--- config.mk ---
export PLATFORM = sky130hd
export DESIGN_NAME = rtc_regs
export DESIGN_NICKNAME = d
export VERILOG_FILES = /design/src/inc/rtc_pkg.sv /design/src/hw/rtc_preset_rom.sv /design/src/hw/rtc_regs.sv
export SDC_FILE = /design/constraint.sdc
export NUM_CORES = 1
export LEC_CHECK = 0
export BUFFER_PORTS_ARGS = -buffer_cell sky130_fd_sc_hd__buf_2
export CORE_MARGIN = 5
export CORE_UTILIZATION = 65
export CTS_BUF_LIST = sky130_fd_sc_hd__clkbuf_4 sky130_fd_sc_hd__clkbuf_8
export DETAILED_ROUTE_END_ITERATION = 8
export PLACE_DENSITY_LB_ADDON = 0.2
export SYNTH_ARGS = -nofsm -noshare
export SYNTH_HDL_FRONTEND = slang
export SYNTH_SLANG_ARGS = --single-unit
--- constraint.sdc ---
create_clock -name sys_clk -period 8.2 [get_ports sys_clk]
set_input_delay 1.64 -clock sys_clk [delete_from_list [all_inputs] [get_ports sys_clk]]
set_output_delay 1.64 -clock sys_clk [all_outputs]
set_load 0.005 [all_outputs]
--- src/inc/rtc_pkg.sv ---
`default_nettype none
package rtc_pkg;
   // register byte addresses
   localparam logic [7:0] ADDR_DRV_MODE = 8'h28;
   localparam logic [7:0] ADDR_AMPLITUDE = 8'h29;
   localparam logic [7:0] ADDR_MOD_CTRL = 8'h2a;
   localparam logic [7:0] ADDR_LOAD_TRIM = 8'h2b;
   localparam logic [7:0] ADDR_CRC_SETUP = 8'h2c;

   // reset values
   localparam logic [7:0] RST_DRV_MODE = 8'h00;
   localparam logic [7:0] RST_AMPLITUDE = 8'h00;
   localparam logic [7:0] RST_MOD_CTRL = 8'h00;
   localparam logic [7:0] RST_LOAD_TRIM = 8'h00;
   localparam logic [7:0] RST_CRC_SETUP = 8'h00;

   // writable bits; everything else is reserved and reads zero
   localparam logic [7:0] MASK_DRV_MODE = 8'hcf;
   localparam logic [7:0] MASK_AMPLITUDE = 8'hdf;
   localparam logic [7:0] MASK_MOD_CTRL = 8'hff;
   localparam logic [7:0] MASK_LOAD_TRIM = 8'hff;
   localparam logic [7:0] MASK_CRC_SETUP = 8'h7f;

   // field positions
   localparam int DRV_TWO_FLIP_BIT = 7;
   localparam int DRV_ONE_FLIP_BIT = 6;
   localparam int DRV_ON_BIT = 3;
   localparam int DRV_STYLE_LSB = 0;
   localparam int AMP_REDUCTION_LSB = 6;
   localparam int AMP_RESIDUAL_LSB = 0;
   localparam int MOD_PULSE_LSB = 4;
   localparam int MOD_FULL_SWING_BIT = 3;
   localparam int MOD_FLIP_BIT = 2;
   localparam int MOD_SOURCE_LSB = 0;
   localparam int LOAD_TIMER_ONE_LSB = 4;
   localparam int LOAD_TRIM_LSB = 0;
   localparam int CRC_START_LSB = 4;
   localparam int CRC_KIND_LSB = 2;
   localparam int CRC_COMPLEMENT_BIT = 1;
   localparam int CRC_APPEND_BIT = 0;

   // modulation source codes
   localparam logic [1:0] SRC_NONE = 2'h0;
   localparam logic [1:0] SRC_ENVELOPE = 2'h1;
   localparam logic [1:0] SRC_EXTERNAL = 2'h2;

   // crc kind codes, widths and polynomials
   localparam logic [1:0] KIND_CRC5 = 2'h0;
   localparam logic [1:0] KIND_CRC8 = 2'h1;
   localparam logic [1:0] KIND_CRC16 = 2'h2;
   localparam logic [4:0] WIDTH_CRC5 = 5'h05;
   localparam logic [4:0] WIDTH_CRC8 = 5'h08;
   localparam logic [4:0] WIDTH_CRC16 = 5'h10;
   localparam logic [15:0] POLY_CRC5 = 16'h0009;
   localparam logic [15:0] POLY_CRC8 = 16'h001d;
   localparam logic [15:0] POLY_CRC16 = 16'h1021;

   // crc start values
   localparam logic [2:0] START_USER = 3'h6;
   localparam logic [15:0] START16_1 = 16'h6363;
   localparam logic [15:0] START16_2 = 16'ha671;
   localparam logic [15:0] START16_3 = 16'hfffe;
   localparam logic [15:0] START16_7 = 16'hffff;
   localparam logic [15:0] START8_1 = 16'h0012;
   localparam logic [15:0] START8_2 = 16'h00bf;
   localparam logic [15:0] START8_3 = 16'h00fd;
   localparam logic [15:0] START8_7 = 16'h00ff;
   localparam logic [15:0] START5_1 = 16'h0012;
   localparam logic [15:0] START5_7 = 16'h001f;
   localparam logic [15:0] START_ZERO = 16'h0000;

   typedef struct packed {
      logic [7:0] addr;
      logic [7:0] wdata;
      logic wr;
      logic rd;
   } rtc_bus_t;

   typedef struct packed {
      logic one;
      logic one_oe;
      logic two;
      logic two_oe;
      logic [2:0] style;
   } rtc_drv_t;

   typedef enum logic [1:0] {CRC_IDLE, CRC_RUN, CRC_SEND} rtc_crc_state_t;
endpackage : rtc_pkg
`default_nettype wire

--- src/hw/rtc_preset_rom.sv ---
`timescale 1ns/10ps
`default_nettype none
module rtc_preset_rom (
   input wire logic sys_clk,
   input wire logic rstn,
   input wire logic [1:0] kind,
   input wire logic [2:0] sel,
   input wire logic [15:0] user_value,
   output logic [15:0] start_ff
);
   import rtc_pkg::*;

   logic [15:0] nxt_start;

   // undefined table entries start from zero
   always_comb begin
      nxt_start = START_ZERO;
      if (sel == START_USER) begin
         nxt_start = user_value;
      end else begin
         case (kind)
            KIND_CRC16: begin
               case (sel)
                  3'h1: nxt_start = START16_1;
                  3'h2: nxt_start = START16_2;
                  3'h3: nxt_start = START16_3;
                  3'h7: nxt_start = START16_7;
                  default: nxt_start = START_ZERO;
               endcase
            end
            KIND_CRC8: begin
               case (sel)
                  3'h1: nxt_start = START8_1;
                  3'h2: nxt_start = START8_2;
                  3'h3: nxt_start = START8_3;
                  3'h7: nxt_start = START8_7;
                  default: nxt_start = START_ZERO;
               endcase
            end
            KIND_CRC5: begin
               case (sel)
                  3'h1: nxt_start = START5_1;
                  3'h7: nxt_start = START5_7;
                  default: nxt_start = START_ZERO;
               endcase
            end
            default: nxt_start = START_ZERO;
         endcase
      end
   end

   always_ff @(posedge sys_clk or negedge rstn) begin
      if (!rstn) begin
         start_ff <= START_ZERO;
      end else begin
         start_ff <= nxt_start;
      end
   end
endmodule : rtc_preset_rom
`default_nettype wire

--- src/hw/rtc_regs.sv ---
// Decided for this implementation: the address-and-strobe port.
`timescale 1ns/10ps
`default_nettype none
module rtc_regs (
   input wire logic sys_clk,
   input wire logic rstn,
   input wire rtc_pkg::rtc_bus_t bus,
   output logic [7:0] rdata_ff,
   input wire logic internal_envelope,
   input wire logic external_modulation_input,
   input wire logic carrier_tick,
   output rtc_pkg::rtc_drv_t drv_ff,
   output logic modulation_out_ff,
   output logic [1:0] carrier_level_reduction,
   output logic full_swing,
   output logic [4:0] residual_carrier,
   output logic [3:0] overshoot_timer_one_value,
   output logic [3:0] expected_load_current_trim,
   input wire logic [15:0] user_crc_start,
   input wire logic frame_start,
   input wire logic data_bit_valid,
   input wire logic data_bit,
   input wire logic frame_end,
   output logic crc_bit_ff,
   output logic crc_bit_valid_ff,
   output logic crc_busy
);
   import rtc_pkg::*;

   logic [7:0] drv_mode_ff, nxt_drv_mode;
   logic [7:0] amp_ff, nxt_amp;
   logic [7:0] mod_ctrl_ff, nxt_mod_ctrl;
   logic [7:0] load_ff, nxt_load;
   logic [7:0] crc_setup_ff, nxt_crc_setup;
   logic [7:0] nxt_rdata;

   // ---------------- register file ----------------
   always_comb begin
      nxt_drv_mode = drv_mode_ff;
      nxt_amp = amp_ff;
      nxt_mod_ctrl = mod_ctrl_ff;
      nxt_load = load_ff;
      nxt_crc_setup = crc_setup_ff;
      if (bus.wr) begin
         case (bus.addr)
            ADDR_DRV_MODE: nxt_drv_mode = bus.wdata & MASK_DRV_MODE;
            ADDR_AMPLITUDE: nxt_amp = bus.wdata & MASK_AMPLITUDE;
            ADDR_MOD_CTRL: nxt_mod_ctrl = bus.wdata & MASK_MOD_CTRL;
            ADDR_LOAD_TRIM: nxt_load = bus.wdata & MASK_LOAD_TRIM;
            ADDR_CRC_SETUP: nxt_crc_setup = bus.wdata & MASK_CRC_SETUP;
            default: ;
         endcase
      end
      nxt_rdata = 8'h00;
      if (bus.rd) begin
         case (bus.addr)
            ADDR_DRV_MODE: nxt_rdata = drv_mode_ff;
            ADDR_AMPLITUDE: nxt_rdata = amp_ff;
            ADDR_MOD_CTRL: nxt_rdata = mod_ctrl_ff;
            ADDR_LOAD_TRIM: nxt_rdata = load_ff;
            ADDR_CRC_SETUP: nxt_rdata = crc_setup_ff;
            default: nxt_rdata = 8'h00;
         endcase
      end
   end

   always_ff @(posedge sys_clk or negedge rstn) begin
      if (!rstn) begin
         drv_mode_ff <= RST_DRV_MODE;
         amp_ff <= RST_AMPLITUDE;
         mod_ctrl_ff <= RST_MOD_CTRL;
         load_ff <= RST_LOAD_TRIM;
         crc_setup_ff <= RST_CRC_SETUP;
         rdata_ff <= 8'h00;
      end else begin
         drv_mode_ff <= nxt_drv_mode;
         amp_ff <= nxt_amp;
         mod_ctrl_ff <= nxt_mod_ctrl;
         load_ff <= nxt_load;
         crc_setup_ff <= nxt_crc_setup;
         rdata_ff <= nxt_rdata;
      end
   end

   // ---------------- field decode ----------------
   logic drv_on, flip_one, flip_two, mod_flip;
   logic [1:0] mod_source;
   logic [3:0] pulse_len;
   logic [1:0] crc_kind;
   logic [2:0] crc_start_sel;

   assign drv_on = drv_mode_ff[DRV_ON_BIT];
   assign flip_one = drv_mode_ff[DRV_ONE_FLIP_BIT];
   assign flip_two = drv_mode_ff[DRV_TWO_FLIP_BIT];
   assign full_swing = mod_ctrl_ff[MOD_FULL_SWING_BIT];
   assign mod_flip = mod_ctrl_ff[MOD_FLIP_BIT];
   assign mod_source = mod_ctrl_ff[MOD_SOURCE_LSB +: 2];
   assign pulse_len = mod_ctrl_ff[MOD_PULSE_LSB +: 4];
   // the analog stage maps code 0..3 onto supply minus 100/250/500/1000 mV
   assign carrier_level_reduction = full_swing ? 2'h0 : amp_ff[AMP_REDUCTION_LSB +: 2];
   assign residual_carrier = amp_ff[AMP_RESIDUAL_LSB +: 5];
   assign overshoot_timer_one_value = load_ff[LOAD_TIMER_ONE_LSB +: 4];
   assign expected_load_current_trim = load_ff[LOAD_TRIM_LSB +: 4];
   assign crc_kind = crc_setup_ff[CRC_KIND_LSB +: 2];
   assign crc_start_sel = crc_setup_ff[CRC_START_LSB +: 3];

   // ---------------- modulation path ----------------
   logic mod_src, mod_base_ff, nxt_mod_base, nxt_mod_out;
   logic [3:0] pulse_cnt_ff, nxt_pulse_cnt;
   rtc_drv_t nxt_drv;

   always_comb begin
      case (mod_source)
         SRC_ENVELOPE: mod_src = internal_envelope;
         SRC_EXTERNAL: mod_src = external_modulation_input;
         default: mod_src = 1'b0;
      endcase
      nxt_mod_base = mod_src ^ mod_flip;
      // extra pulse starts as the modulation falls back, counted in carrier ticks
      nxt_pulse_cnt = pulse_cnt_ff;
      if (mod_base_ff && !nxt_mod_base) begin
         nxt_pulse_cnt = pulse_len;
      end else if (carrier_tick && pulse_cnt_ff != 4'h0) begin
         nxt_pulse_cnt = pulse_cnt_ff - 4'h1;
      end
      nxt_mod_out = mod_base_ff | (pulse_cnt_ff != 4'h0);
      nxt_drv.one = drv_on & (modulation_out_ff ^ flip_one);
      nxt_drv.two = drv_on & (modulation_out_ff ^ flip_two);
      nxt_drv.one_oe = drv_on;
      nxt_drv.two_oe = drv_on;
      // unsupported style codes are stored as written; software keeps clear of them
      nxt_drv.style = drv_mode_ff[DRV_STYLE_LSB +: 3];
   end

   always_ff @(posedge sys_clk or negedge rstn) begin
      if (!rstn) begin
         mod_base_ff <= 1'b0;
         pulse_cnt_ff <= 4'h0;
         modulation_out_ff <= 1'b0;
         drv_ff <= '0;
      end else begin
         mod_base_ff <= nxt_mod_base;
         pulse_cnt_ff <= nxt_pulse_cnt;
         modulation_out_ff <= nxt_mod_out;
         drv_ff <= nxt_drv;
      end
   end

   // ---------------- transmit crc ----------------
   logic [15:0] crc_start;

   rtc_preset_rom u_rom (
      .sys_clk(sys_clk),
      .rstn(rstn),
      .kind(crc_kind),
      .sel(crc_start_sel),
      .user_value(user_crc_start),
      .start_ff(crc_start)
   );

   function automatic logic [15:0] crc_step(input logic [15:0] crc, input logic [1:0] kind, input logic b);
      logic [15:0] poly;
      logic [15:0] mask;
      logic fb;
      poly = POLY_CRC16;
      mask = 16'hffff;
      fb = crc[15] ^ b;
      case (kind)
         KIND_CRC5: begin
            poly = POLY_CRC5;
            mask = 16'h001f;
            fb = crc[4] ^ b;
         end
         KIND_CRC8: begin
            poly = POLY_CRC8;
            mask = 16'h00ff;
            fb = crc[7] ^ b;
         end
         default: ;
      endcase
      crc_step = ({crc[14:0], 1'b0} ^ (fb ? poly : 16'h0000)) & mask;
   endfunction : crc_step

   rtc_crc_state_t state_ff, nxt_state;
   logic [15:0] crc_ff, nxt_crc;
   logic [4:0] send_cnt_ff, nxt_send_cnt;
   logic [4:0] crc_width;
   logic nxt_crc_bit, nxt_crc_bit_valid, append_ok;
   logic [15:0] crc_upd;

   always_comb begin
      case (crc_kind)
         KIND_CRC5: crc_width = WIDTH_CRC5;
         KIND_CRC8: crc_width = WIDTH_CRC8;
         default: crc_width = WIDTH_CRC16;
      endcase
      append_ok = crc_setup_ff[CRC_APPEND_BIT] && crc_kind != 2'h3;
      // the last data bit rides with frame_end, so it is folded in before the crc closes
      crc_upd = data_bit_valid ? crc_step(crc_ff, crc_kind, data_bit) : crc_ff;
      nxt_state = state_ff;
      nxt_crc = crc_ff;
      nxt_send_cnt = send_cnt_ff;
      nxt_crc_bit = 1'b0;
      nxt_crc_bit_valid = 1'b0;
      case (state_ff)
         CRC_IDLE: begin
            if (frame_start) begin
               nxt_crc = crc_start;
               nxt_state = CRC_RUN;
            end
         end
         CRC_RUN: begin
            nxt_crc = crc_upd;
            if (frame_end) begin
               if (append_ok) begin
                  // left-align so the msb always leaves from bit 15
                  nxt_crc = (crc_setup_ff[CRC_COMPLEMENT_BIT] ? ~crc_upd : crc_upd) << (5'h10 - crc_width);
                  nxt_send_cnt = crc_width;
                  nxt_state = CRC_SEND;
               end else begin
                  nxt_state = CRC_IDLE;
               end
            end
         end
         CRC_SEND: begin
            nxt_crc_bit = crc_ff[15];
            nxt_crc_bit_valid = 1'b1;
            nxt_crc = {crc_ff[14:0], 1'b0};
            nxt_send_cnt = send_cnt_ff - 5'h01;
            if (send_cnt_ff == 5'h01) begin
               nxt_state = CRC_IDLE;
            end
         end
         default: nxt_state = CRC_IDLE;
      endcase
   end

   always_ff @(posedge sys_clk or negedge rstn) begin
      if (!rstn) begin
         state_ff <= CRC_IDLE;
         crc_ff <= START_ZERO;
         send_cnt_ff <= 5'h00;
         crc_bit_ff <= 1'b0;
         crc_bit_valid_ff <= 1'b0;
      end else begin
         state_ff <= nxt_state;
         crc_ff <= nxt_crc;
         send_cnt_ff <= nxt_send_cnt;
         crc_bit_ff <= nxt_crc_bit;
         crc_bit_valid_ff <= nxt_crc_bit_valid;
      end
   end

   assign crc_busy = state_ff != CRC_IDLE;
endmodule : rtc_regs
`default_nettype wire

# Yosys cells after proc, flatten, opt, wreduce, memory -nomap -nowiden
# Cells that the tools add are included.
# Widths: inputs -> output; s select.
# totals
register_bits	97
ramBits	0
rom_bits	0
mem_count	0
word_cells	108
out_inout_bits	35
latchBits	0
input_bits	43
# classes
eq_ne	22
order_cmp	0
bitwise	12
muxes	32
shifts	1
n_div	0
reduce_logical	19
mul	0
addsub	3
# op_table
operator	n
$mux 16	7
$pmux 16 s3	2
$pmux 16 s4	1
$eq 8x6->1 const B	5
$pmux 8 s5	1
$pmux 16 s2	1
$pmux 8 s4	1
$pmux 5 s2	3
$pmux 13 s2	1
$and 16x16->16	1
$not 16->16	1
$shl 16x5->16	1
$xor 16x16->16	1
$reduce_and 2->1	6
$mux 2	5
$mux 5	2
$ne 2x2->1 const B	5
$mux 4	2
$mux 8	1
$eq 2x1->1 const B	3
$eq 2x2->1 const B	3
$eq 3x2->1 const B	2
$eq 3x3->1 const B	2
$pmux 2 s3	1
17 further kinds	31

# Logic depth before layout (Yosys ltp)
# logic_depth
depth_word	12
ltp_mapped	10
mapped_depth_nobuf	9

# Hierarchy
# A second synthesis with hierarchy kept.
# unflattened
hier_cells	629
hier_area_um2	6184.7
# by_module_without_submodules
module	area_per_inst_um2	cells_per_inst	instances	seq_area_each_um2
rtc_regs	5293.8	544	1	2026.9
rtc_preset_rom	890.9	85	1	400.4

# Least setup slack after synthesis
# Ideal clock, no wire load.
# synth_timing
path_kind	input to register
start	in bus[14] (netlist name)
end	reg amp_ff[0]
path_slack_ns	4.839
setup_ns	0.125
path_buffers	1
t_required_ns	8.075
cell_stages	6
arrival_time_ns	3.237
cell_sequence	or4b_4 nor3_4 buf_6 nand2_4 nor3b_4 mux2_2
# synth_via
elab_chain_cells	2
# synth_lines
item	line_no	rtl
start, declared	rtc_regs.sv:7	input wire rtc_pkg::rtc_bus_t bus,
$eq 8x6->1	rtc_regs.sv:45	case (bus.addr)
$reduce_and 2->1 (no line)	n/a	
end signal, assigned	rtc_regs.sv:77	amp_ff <= nxt_amp;
end, declared	rtc_regs.sv:31	logic [7:0] amp_ff, nxt_amp;
# Every way passes these cells.
# A chain may end at the register's enable or synchronous reset.

# Final worst setup path
# layout_timing
start	in data_bit_valid
end	reg crc_ff[3]
# layout_via
elab_chain_cells	7
# layout_lines
item	line_no	rtl
start, declared	rtc_regs.sv:21	input wire logic data_bit_valid,
$mux 16 (*)	rtc_regs.sv:199	crc_upd = data_bit_valid ? crc_step(crc_ff, crc_kind, data_bit) : crc_ff;
$not 16->16	rtc_regs.sv:217	nxt_crc = (crc_setup_ff[CRC_COMPLEMENT_BIT] ? ~crc_upd : crc_upd) << (5'h10 - crc_width);
$mux 16	rtc_regs.sv:217	
$shl 16x5->16	rtc_regs.sv:217	
$mux 16	rtc_regs.sv:215	if (append_ok) begin
$mux 16 (*)	rtc_regs.sv:214	if (frame_end) begin
$pmux 16 s3 (*)	rtc_regs.sv:205	case (state_ff)
end signal, assigned	rtc_regs.sv:247	crc_ff <= nxt_crc;
end, declared	rtc_regs.sv:185	logic [15:0] crc_ff, nxt_crc;
# Every way passes the cells marked *; elsewhere a longest branch is shown, timed or not.

==> results.md <==
- Cells on worst reg2reg path: 10
- Pwr Density: 220 nW/um^2
- Cell Rows: 35
- DR vias/cell: 6.66
- Total global routing overflow: 0
- DIE AREA: 11300 um^2
- H-tree Lvls: 3
- Met3 track demand over resource: 0.0437
- Drt drc: 0
- Min-Delay Path Depth: 0
- Hold Path End: drv_ff[1]
- Unrepaired setup endpoints after global routing: no
- Startpoint types: input port
- Yosys reg bits: 97
- Mapped Avg Cell Area: 9.49 um^2
- Synthesized cell area: 6040 um^2
- Syn Inst Count: 636
- DRT antenna net count: 0
- R2R setup slack: 4810 ps
- Total number of vias: 5305
- Root buf cell: clkbuf_8
- NumNets Final: 734
- Cell Chain, Critical Path: buf_2 > and2_1 > a22oi_1 > and3_1 > a221oi_1 > a21oi_1 > o21bai_1
- CTS tree: done
- Post_cts resized: 0
- Maximum capacitance violations: 0
- Setup TNS: 0 ps
- Largest net degree at the start of global routing: 85
- CTS Hold Bufs: 0
- Min-delay src: drv_mode_ff[1]
- Drt wl/cell: 21.0 um
- DIE WIDTH: 106 um
- Worst EP arrival: 3830 ps
- Skew-Pair Late Insertion Delay: 370 ps
- CP endpoint kind: flip-flop
- Period utilisation layout: 0.438
- Core footprint: 9150 um^2
- Family with the most delay on the worst path: simple AND/OR/NAND/NOR gates
- Drt first-iter violations: 611
- Most frequent cells in the layout: dfrtp_1 (97), buf_2 (76), nor2_1 (48)
- Slew of the pin with the lowest slew margin: 1040 ps
- Largest stage delay, worst path: 570 ps
- Crit path time final: 3590 ps
- Synth top area cells: dfrtp_1 (40%), mux2_2 (6.2%), o21ai_0 (3.7%), a21oi_1 (3.1%), nor2_1 (3.0%)
- CTS clk-pin slew, worst paths: 110 ps
- Worst endpoint required time: 8440 ps
- Max-slew headroom: 0.308
- Dpl hpwl: 11800 um
- Buffers & Inverters on Critical Path: 1
- WHS: 416 ps
- Sequential element share of the synthesized area: 0.402
- Critical-path top delay cell: buf_2
- Setup Viol. Count Final: 0
- First-pass iteration count of the detailed router: 8
- Synth Flop Type: dfrtp_1
- Met1 usage: 0.448
- Postcts setup bufs: 0
- GP Congestion: 0.954
- Reg2reg end: crc_ff[9]
- I/O pins: 78
- Async S/R FF share, synth: 1.00
- First-pass GRT wire length: 27100 um
- CTS sink count: 97
- Post-synthesis net count: 689
- Final Routed Wirelength: 16700 um
- HP Class: flip-flop to flip-flop
- Final Max Slew Viols: 0
- Tot GR Track Use: 0.303
- Die span in y: 106 um
- Final core utilization: 0.718
- EDFF count, synth: 0
- CTS max path bufs: 2
- Port bufs: 77
- Met2 Track Usage GR: 0.458
- Crit Path Max Fanout: 43
- Layout cells sized above 1: 0.238
- Number of diodes: 0
- Synth top area share: 0.402
- Vias in the first global route: 5191
- Outcome: complete, no violations
- Critical path class: input port to flip-flop
- Max Clock Freq: 278 MHz
- Yosys Warn Count: 0
- Layout Area Growth over Synthesis: 8.81%
- Library cells used by synthesis: 78
- LEAKAGE: 0.00308 uW
- Yosys top cell by area: dfrtp_1
- VDD IR max: 0.167 mV
- GR peak layer: met2
- Commonest non-fill, non-tap cell in the layout: dfrtp_1
- Initial antenna violation count: 0
- R2r startpoint: crc_setup_ff[3]
- Initial core utilization: 0.660
- Clock skew: 16.7 ps
- TritonCTS buffer count: 9
- Final Hold Viols: 0
[layout make-up]
cell class | count | area (um^2)
Multi-Input combinational cell | 464 | 3270
Fill cell | 697 | 2580
Sequential cell | 97 | 2430
Timing Repair Buffer | 84 | 440
Tap cell | 111 | 139
Clock buffer | 10 | 138
Inverter | 25 | 93.8
Clock inverter | 6 | 62.6
[worst max path at each step]
stage                         startpoint              to  slack (ps)  cells past startpoint
after CTS                 data_bit_valid       crc_ff[3]        4720                      7
after global placement           bus[14]  mod_ctrl_ff[6]        4410                      6
final                     data_bit_valid       crc_ff[3]        4610                      7
after global routing      data_bit_valid       crc_ff[3]        4430                      7
after floorplan                  bus[14]       amp_ff[0]        4840                      6
after detailed placement  data_bit_valid       crc_ff[3]        4330                      7
[layer usage]
layer	wire, um	vias up
li1	-	2418
met1	7170	2548
met2	7670	308
met3	1580	31
met4	283	0
met5	0	-
[metrics by stage]
stage               cell area (um^2)  setup WS [ps]  total power, uW  std cells
CTS                             6570           4720             1440        797
floorplan                       6040           4840              976        636
global placement                6370           4410             1110        781
detailed placement              6370           4330             1120        781
finish                          6570           4610             1450        797
global route                    6570           4430             1530        797
[cells in the mapped netlist (4+ instances only)]
| cell | n |
|---|---|
| or3_1 | 4 |
| a21oi_1 | 37 |
| dfrtp_1 | 97 |
| o21ai_0 | 45 |
| nor3_1 | 11 |
| a221oi_1 | 13 |
| buf_1 | 4 |
| xnor2_1 | 12 |
| a21o_1 | 5 |
| o22ai_1 | 10 |
| nand3_1 | 21 |
| or2_2 | 4 |
| a222oi_1 | 6 |
| and3_1 | 7 |
| ha_1 | 10 |
| mux2_4 | 8 |
| and3b_1 | 5 |
| xor2_1 | 7 |
| mux2_2 | 33 |
| a31oi_1 | 7 |
| mux2i_1 | 15 |
| buf_4 | 9 |
| nor2_1 | 48 |
| clkbuf_1 | 26 |
| nand2_1 | 46 |
| buf_2 | 8 |
| and2_1 | 10 |
| inv_1 | 24 |
| a211oi_1 | 8 |
| o211ai_1 | 5 |
| nor2b_1 | 10 |
| a22oi_1 | 9 |
[where the power goes]
group          total [uW]  internal, uW  switching (uW)
clock network         316           126             190
registers             645           544             101
logic                 488           203             284
[flip-flops by register name (all words and copies together), names as in the netlist, 2 cells and up]
name	cells
send_cnt_ff	5
crc_ff	16
state_ff	2
u_rom.start_ff	16
drv_ff	6
amp_ff	7
crc_setup_ff	7
drv_mode_ff	6
rdata_ff	8
mod_ctrl_ff	8
load_ff	8
pulse_cnt_ff	4
[cells by family after synthesis]
logic type,share of synthesized area
xor gates and xnor gates,0.0315
DFF,0.402
adders and majority gates,0.0207
AOI/OAI and AO/OA,0.204
buffers and inverters,0.0566
and+or+nand+nor,0.171
muxes,0.114
(Power assumes the default switching activity.)
